`src/hw/line_sense_defines.vh`:
```
// address map, field positions and reset values of the line sense register bank
`ifndef LINE_SENSE_DEFINES_VH
`define LINE_SENSE_DEFINES_VH

`define LOOP_VOLTAGE_SENSE_ADDR       8'h4E
`define LOOP_CURRENT_SENSE_ADDR       8'h4F
`define TIP_VOLTAGE_SENSE_ADDR        8'h50
`define RING_VOLTAGE_SENSE_ADDR       8'h51
`define BATTERY_VOLTAGE_SENSE_A_ADDR  8'h52
`define BATTERY_VOLTAGE_SENSE_B_ADDR  8'h53
`define DRIVER_ONE_CURRENT_SENSE_ADDR 8'h54
`define DRIVER_TWO_CURRENT_SENSE_ADDR 8'h55
`define DRIVER_THREE_CURRENT_SENSE_ADDR 8'h56
`define DRIVER_FOUR_CURRENT_SENSE_ADDR  8'h57
`define EXTRA_BIAS_CTRL_ADDR          8'h58

`define SENSE_BASE_ADDR               8'h4E
`define SENSE_COUNT                   10

`define SENSE_IDX_LOOP_VOLTAGE        4'h0
`define SENSE_IDX_LOOP_CURRENT        4'h1
`define SENSE_IDX_TIP                 4'h2
`define SENSE_IDX_RING                4'h3
`define SENSE_IDX_BATT_A              4'h4
`define SENSE_IDX_BATT_B              4'h5
`define SENSE_IDX_DRV_ONE             4'h6
`define SENSE_IDX_DRV_TWO             4'h7
`define SENSE_IDX_DRV_THREE           4'h8
`define SENSE_IDX_DRV_FOUR            4'h9

// bit i set: sense register i is cleared by a host read
`define SENSE_READ_CLEAR_MASK         10'h248

`define LOOP_POLARITY_BIT             6
`define LOOP_MAGNITUDE_W              6
`define SENSE_RESET_VALUE             8'h00
`define EXTRA_BIAS_ENABLE_BIT         0
`define EXTRA_BIAS_CTRL_RESET         1'b0

`endif

```
`src/hw/sign_magnitude_split.v`:
```
// signed converter sample to polarity flag plus saturated magnitude
`timescale 1ns/1ps
module sign_magnitude_split #(
    parameter IN_W  = 9,
    parameter MAG_W = 6
) (
    input  wire [IN_W-1:0]  sample,     // two's complement, one step per lsb
    output wire             polarity,   // 1 when sample is negative
    output wire [MAG_W-1:0] magnitude   // absolute value, clipped at full scale
);
    localparam [IN_W-1:0] FULL_SCALE = {{(IN_W-MAG_W){1'b0}}, {MAG_W{1'b1}}};

    wire [IN_W-1:0] absolute;

    assign polarity  = sample[IN_W-1];
    // most negative input wraps to itself, still correct read as unsigned
    assign absolute  = polarity ? (~sample + {{(IN_W-1){1'b0}}, 1'b1}) : sample;
    assign magnitude = (absolute > FULL_SCALE) ? FULL_SCALE[MAG_W-1:0] : absolute[MAG_W-1:0];
endmodule

```
`src/hw/bias_trim.v`:
```
// removes the extra bias share from a driver current code when enabled
`timescale 1ns/1ps
module bias_trim #(
    parameter W = 8
) (
    input  wire [W-1:0] current_code,  // raw transistor current
    input  wire [W-1:0] bias_code,     // extra bias current at the same scale
    input  wire         enable,        // extra bias active
    output wire [W-1:0] trimmed        // reported current
);
    // floor at zero so a noisy bias estimate never wraps to full scale
    assign trimmed = !enable ? current_code :
                     (current_code > bias_code) ? (current_code - bias_code) : {W{1'b0}};
endmodule

```
`src/hw/line_sense_readout_bank.v`:
```
// line measurement register bank behind the host register port, read-only except the writable extra bias control at 8'h58
// Notes on behaviour
// loop voltage bit 6: 1 when ring exceeds tip
// loop voltage bits 5:0: magnitude, 1.5 V steps
// loop current bit 6: 1 for reverse current
// loop current bits 5:0: magnitude, 1.25 mA steps
// tip voltage: 8-bit code, 0 V to -95.88 V
// ring voltage: 8-bit code, .376 V steps
// two battery registers, identical .376 V scaling
// drivers one, two: 8-bit, .319 mA steps
// extra bias enabled: drivers one, two exclude it
// drivers three, four: 8-bit, 37.6 uA steps
// host writes to sense registers ignored; loop bit 7 reads zero
// registers follow each new converter sample
//
// Local design decision: strobed register access.
`timescale 1ns/1ps
`include "line_sense_defines.vh"
module line_sense_readout_bank #(
    parameter LOOP_W = 9,
    parameter DRV_W  = 8
) (
    input  wire              ref_clk,                 // 200 MHz clock
    input  wire              srst,                    // synchronous reset, high
    input  wire [7:0]        addr,                    // register address
    input  wire [7:0]        wr_data,                 // write data
    input  wire              wr_strobe,               // one-cycle write
    input  wire              rd_strobe,               // one-cycle read
    output reg  [7:0]        rd_data,                 // read data, cycle after strobe
    input  wire              loop_valid,              // new loop samples
    input  wire [LOOP_W-1:0] loop_volt_sample,        // signed tip minus ring, 1.5 V lsb
    input  wire [LOOP_W-1:0] loop_current_sample,     // signed loop current, 1.25 mA lsb
    input  wire              line_valid,              // new tip, ring, battery codes
    input  wire [7:0]        tip_voltage_code,        // tip to ground code
    input  wire [7:0]        ring_voltage_code,       // ring to ground code
    input  wire [7:0]        battery_voltage_code_a,  // battery sense one code
    input  wire [7:0]        battery_voltage_code_b,  // battery sense two code
    input  wire              driver_valid,            // new driver current codes
    input  wire [DRV_W-1:0]  driver_one_current,      // raw, .319 mA lsb
    input  wire [DRV_W-1:0]  driver_two_current,      // raw, .319 mA lsb
    input  wire [DRV_W-1:0]  driver_three_current,    // 37.6 uA lsb
    input  wire [DRV_W-1:0]  driver_four_current,     // 37.6 uA lsb
    input  wire [DRV_W-1:0]  extra_bias_current_one,  // bias share in driver one
    input  wire [DRV_W-1:0]  extra_bias_current_two,  // bias share in driver two
    output wire              extra_bias_enable        // control bit, from register
);
    // read-clear registers by index, so the loop can test one bit per register
    localparam [`SENSE_COUNT-1:0] CLEAR_MASK = `SENSE_READ_CLEAR_MASK;

    reg                     bias_enable;
    reg  [7:0]              sense [0:`SENSE_COUNT-1];
    wire                    volt_polarity;
    wire [5:0]              volt_magnitude;
    wire                    cur_polarity;
    wire [5:0]              cur_magnitude;
    wire [2*DRV_W-1:0]      raw_pair;
    wire [2*DRV_W-1:0]      bias_pair;
    wire [2*DRV_W-1:0]      trim_pair;
    wire [8*`SENSE_COUNT-1:0] next_sense;
    wire [`SENSE_COUNT-1:0]   update;
    wire [7:0]              offset;
    wire [3:0]              idx;
    integer                 k;

    function in_bank;
        input [7:0] a;
        begin
            in_bank = (a >= `SENSE_BASE_ADDR) && (a <= `DRIVER_FOUR_CURRENT_SENSE_ADDR);
        end
    endfunction

    assign offset            = addr - `SENSE_BASE_ADDR;
    assign idx               = offset[3:0];
    assign extra_bias_enable = bias_enable;

    sign_magnitude_split #(
        .IN_W  (LOOP_W),
        .MAG_W (`LOOP_MAGNITUDE_W)
    ) u_loop_volt (
        .sample    (loop_volt_sample),
        .polarity  (volt_polarity),
        .magnitude (volt_magnitude)
    );

    sign_magnitude_split #(
        .IN_W  (LOOP_W),
        .MAG_W (`LOOP_MAGNITUDE_W)
    ) u_loop_current (
        .sample    (loop_current_sample),
        .polarity  (cur_polarity),
        .magnitude (cur_magnitude)
    );

    assign raw_pair  = {driver_two_current, driver_one_current};
    assign bias_pair = {extra_bias_current_two, extra_bias_current_one};

    genvar g;
    generate
        for (g = 0; g < 2; g = g + 1) begin : g_trim
            bias_trim #(
                .W (DRV_W)
            ) u_trim (
                .current_code (raw_pair[g*DRV_W +: DRV_W]),
                .bias_code    (bias_pair[g*DRV_W +: DRV_W]),
                .enable       (bias_enable),
                .trimmed      (trim_pair[g*DRV_W +: DRV_W])
            );
        end
    endgenerate

    // next contents, low index in low byte; loop bit 7 forced to zero
    assign next_sense = {
        driver_four_current,
        driver_three_current,
        trim_pair[2*DRV_W-1:DRV_W],
        trim_pair[DRV_W-1:0],
        battery_voltage_code_b,
        battery_voltage_code_a,
        ring_voltage_code,
        tip_voltage_code,
        {1'b0, cur_polarity, cur_magnitude},
        {1'b0, volt_polarity, volt_magnitude}
    };

    assign update = {{4{driver_valid}}, {4{line_valid}}, {2{loop_valid}}};

    // a fresh sample wins over a read clear in the same cycle
    always @(posedge ref_clk) begin
        for (k = 0; k < `SENSE_COUNT; k = k + 1) begin
            if (srst) begin
                sense[k] <= `SENSE_RESET_VALUE;
            end else if (update[k]) begin
                sense[k] <= next_sense[8*k +: 8];
            end else if (rd_strobe && in_bank(addr) && (idx == k) && CLEAR_MASK[k]) begin
                sense[k] <= `SENSE_RESET_VALUE;
            end
        end
    end

    // only the extra bias control accepts writes
    always @(posedge ref_clk) begin
        if (srst) begin
            bias_enable <= `EXTRA_BIAS_CTRL_RESET;
        end else if (wr_strobe && addr == `EXTRA_BIAS_CTRL_ADDR) begin
            bias_enable <= wr_data[`EXTRA_BIAS_ENABLE_BIT];
        end
    end

    // writes to sense addresses fall through with no effect
    always @(posedge ref_clk) begin
        if (srst) begin
            rd_data <= 8'h00;
        end else if (!rd_strobe) begin
            rd_data <= 8'h00;
        end else if (in_bank(addr)) begin
            rd_data <= sense[idx];
        end else if (addr == `EXTRA_BIAS_CTRL_ADDR) begin
            rd_data <= {7'h00, bias_enable};
        end else begin
            rd_data <= 8'h00;
        end
    end
endmodule

```
`config.mk`:
```
export PLATFORM = sky130hd
export DESIGN_NAME = line_sense_readout_bank
export DESIGN_NICKNAME = d
export VERILOG_FILES = /design/src/hw/sign_magnitude_split.v /design/src/hw/bias_trim.v /design/src/hw/line_sense_readout_bank.v
export VERILOG_INCLUDE_DIRS = /design/src /design/src/hw
export SDC_FILE = /design/constraint.sdc
export NUM_CORES = 1
export LEC_CHECK = 0
export BUFFER_PORTS_ARGS = -buffer_cell sky130_fd_sc_hd__buf_2
export CORE_UTILIZATION = 45
export DETAILED_ROUTE_END_ITERATION = 10
export GPL_TIMING_DRIVEN = 0
export PLACE_DENSITY = 0.73
export SLEW_MARGIN = 0
export SYNTH_ARGS = -nofsm -noshare
export SYNTH_HDL_FRONTEND = slang
export SYNTH_SLANG_ARGS = --single-unit
```
`constraint.sdc`:
```
create_clock -name ref_clk -period 5.8 [get_ports ref_clk]
set_input_delay 0.29 -clock ref_clk [delete_from_list [all_inputs] [get_ports ref_clk]]
set_output_delay 0.29 -clock ref_clk [all_outputs]
set_load 0.01 [all_outputs]
```
# After elaboration in Yosys (flattened, before gate mapping)
# Memories as Yosys holds them, arrays and structs flattened.
# Index checks and enable logic that the tools add are counted.
# classes
addsub	5
magnitude_cmp	6
eq_ne	4
muxes	46
bitwise	16
n_reduce_logical	7
# op_table
cell	count
$mux W8	18
$mux W1	24
$add A9 B1 Y9 const B	2
$gt A9 B6 Y1 const B	2
$mux W9	2
$not A9 Y9	2
$gt A8 B8 Y1	2
$sub A8 B8 Y8	2
$or A1 B1 Y1	13
$mux W6	2
$eq A8 B7 Y1 const B	1
$ge A8 B7 Y1 const B	1
$le A8 B7 Y1 const B	1
$logic_and A1 B1 Y1	6
$eq A4 B2 Y1 const B	1
$eq A4 B3 Y1 const B	1
$eq A4 B4 Y1 const B	1
$sub A4 B4 Y4 const B	1
$reduce_or A2 Y1	1
$not A1 Y1	1
# totals
reg_bits	9
mem_bits_rw	80
in_bits	121
out_inout_bits	9
wordCells	87
memories	1
# memory_table
name	depth	word_bits	read_ports	rd_clocked_by_memory_dff	write_ports	line	text
sense	10	8	1	0	10	line_sense_readout_bank.v:51	reg [7:0] sense [0:`SENSE_COUNT-1];

# Depth between registers and ports, before layout
# depth
depth_word	9
ltp_mapped	9
mapped_depth_nobuf	9

# Cells and area by module
# Synthesis repeated with hierarchy kept, for this count alone.
# hier_totals
cells_unflattened	479
hier_area_um2	5352.6
# modules_own_cells
module	instances	cells_each	area_per_inst_um2	seq_area_each_um2
line_sense_readout_bank	1	283	3961.3	2522.4
bias_trim	2	68	493.0	0.0
sign_magnitude_split	2	30	202.7	0.0

# Worst setup path before layout
# No wires, ideal clock.
# synth_path
kind	input to register
startpoint	input addr[1]
endpoint	memory sense[3][0], enable pin
setup_ns	0.398
t_arrival_ns	2.023
t_required_ns	5.402
path_slack_ns	3.379
stages	5
n_path_buf	2
path_cell_list	ha_1 buf_2 clkbuf_1 nand2b_1 o41ai_1
# synth_rtl
item	line	text
from (decl)	line_sense_readout_bank.v:25	input wire [7:0] addr,
to (decl)	line_sense_readout_bank.v:51	

==> run metrics <==
Slew @ Worst Pin 1.26 ns; DP Area 5850 um2; RSZ-0062 raised after global routing false; vias 3,839; ant diodes 0; initial antenna violation count 0; Synth Area in Simple Gates 0.164; die area 11,700 um2; CTS tree done; syn avg cell area 11.6 um2; Tmin final 2.52 ns; met3 wire length 559 um; HPWL Detailed 9430 um; largest family of logic cells by synthesized area simple AND/OR/NAND/NOR gates; share of cells above drive strength 1 0.297; syn nets 579; Wirelength per Cell 16.9 um; total grt overflow 0; ys async rst share 0; Leak 0.00262 uW; top layer in use met4; Clock Skews 0.0103 ns; Worst setup SP type input pin; largest buffer count on any clock path 2; CTS Sinks 87; worst-skew pair later-pin latency 0.36 ns; post-synthesis xor/xnor area fraction 0.0274; commonest non-fill, non-tap cells in the layout 123 x buf_2, 78 x edfxtp_1, 50 x and2_1; global-route wire length before repair 19,200 um; Final GP Congestion 0.849; crit-path max FO 10; vias in the first global route 3,912; total track usage 0.218; Final setup viols 0; pre-CTS setup slack 2.80 ns; Synth Area in Adders 0.0549; setup TNS 0 ns; critical path arrival 2.50 ns; Synth Register Bits 87; status finished, final reports clean; fillers 931; commonest non-fill, non-tap cell in the layout buf_2; post-synthesis sequential area ratio 0.498; IO buf count 119; die width 108 um; worst endpoint required time 5.77 ns; Mapped Cells 437; Ports 130; total CTS buffers 9; Post-CTS Setup Bufs 0; Final Instance Area 6080 um2; nets 710; post-synthesis compound-gate area fraction 0.124; clk root buf clkbuf_8; largest net degree at the start of global routing 25; period utilization 0.435; CTS Hold Bufs 0; core area 10,900 um2; P per Cell Area 243 nW/um2; Final Max Tran Viols 0; hold slack 0.199 ns; clk slew on worst S/H paths 0.08 ns; DR iter-0 viols 268; Max Clk Rate 396 MHz; Synthesis Warnings 0; final hold violations 0; DRT met1 WL 5610 um; FP Rows 38; mux cell area share after synthesis 0.0930; EDFF count, synth 78; Die Y 108 um; DRT antenna net count 0; htree depth 3; met2 WL post-DR 5690 um; mapped cell area 5060 um2; worst setup margin 3.28 ns; Most used DFF post-synth edfxtp_1; Hold Crit Class in -> reg; starting density of the core 0.465; Rel. slew slack 0.154; Residual DRC 0; # resized after CTS 0; Via density 5.38; first-pass iteration count of the detailed router 5; Area growth syn-to-layout 20.0%; Max Cap Viol 0; CP Capture Type flop; peak supply drop 0.000102 V; CP Class in -> reg; final WL 12,100 um; Yosys cell types 53
critical path, stage by stage:
cell,delay [ns]
buf_2,0.14
ha_1,0.23
xor2_2,0.22
or4b_2,0.63
o21ai_0,0.98
synth_stat cells, types with 9 or more instances:
cell	n	share of area
edfxtp_1	78	0.46
a211oi_1	14	0.021
nand3_1	11	0.011
mux4_2	15	0.067
inv_1	28	0.021
nand2_1	20	0.015
nor3_1	9	0.0089
o21ai_0	20	0.020
and2_1	50	0.062
nor2b_1	11	0.014
dfxtp_1	9	0.036
nor2_1	25	0.019
clkbuf_1	13	0.0096
mux2i_1	11	0.022
ha_1	19	0.047
a21oi_1	13	0.013
logic make-up (layout without fill, tap and decap cells):
| kind of cell | after synthesis | count (layout) |
|---|---|---|
| buffers and inverters | 48 | 184 |
| and+or+nand+nor | 150 | 150 |
| xor gates and xnor gates | 15 | 15 |
| DFF | 87 | 87 |
| AOI/OAI and AO/OA | 88 | 88 |
| adders and majority gates | 21 | 21 |
| muxes | 28 | 28 |
path summary, 6_finish.rpt:
check / startpoint / to / slack, ns / depth (start not counted)
max: addr[1] / sense[6][7] / 3.28 / 5
min: wr_data[0] / extra_bias_enable / 0.20 / 3
max reg2reg: extra_bias_enable / sense[7][7] / 3.88 / 4
min reg2reg: extra_bias_enable / extra_bias_enable / 0.64 / 2
through the flow:
step / instances / util / total power (uW)
2_1_floorplan: 437 / - / 917
3_3_place_gp: 696 / 0.536 / 1010
3_5_place_dp: 697 / 0.537 / 1020
4_1_cts: 713 / 0.558 / 1480
5_1_grt: 713 / 0.558 / 1530
6_report: 713 / 0.558 / 1480
layout make-up:
cell class | instances | area, um2 | share of cell area
well taps | 140 | 175 | 0.0288
clock inverters | 5 | 82.6 | 0.0136
clock buffers | 11 | 141 | 0.0233
multi-input cells | 302 | 2350 | 0.388
inverters | 28 | 105 | 0.0173
repair buffers | 120 | 603 | 0.0993
plain buffers | 20 | 91.3 | 0.0150
flip-flops and latches | 87 | 2520 | 0.415
layer usage:
metal / vias up / GRT usage
met5: - / 0
met4: 0 / 0.0773
met3: 19 / 0.0332
met2: 121 / 0.357
met1: 1826 / 0.295
li1: 1873 / -
flip-flops by register name (all words and copies together), names as in the netlist:
name and count:
extra_bias_enable 1, sense 78, rd_data 8
power by group:
group | switching, uW | total [uW] | internal [uW] | leakage (uW)
combinational | 134 | 253 | 119 | 0.00159
sequential | 15.7 | 750 | 734 | 0.000912
clock | 217 | 472 | 255 | 0.000113
total | 367 | 1480 | 1110 | 0.00262
(Power assumes the default switching activity.)
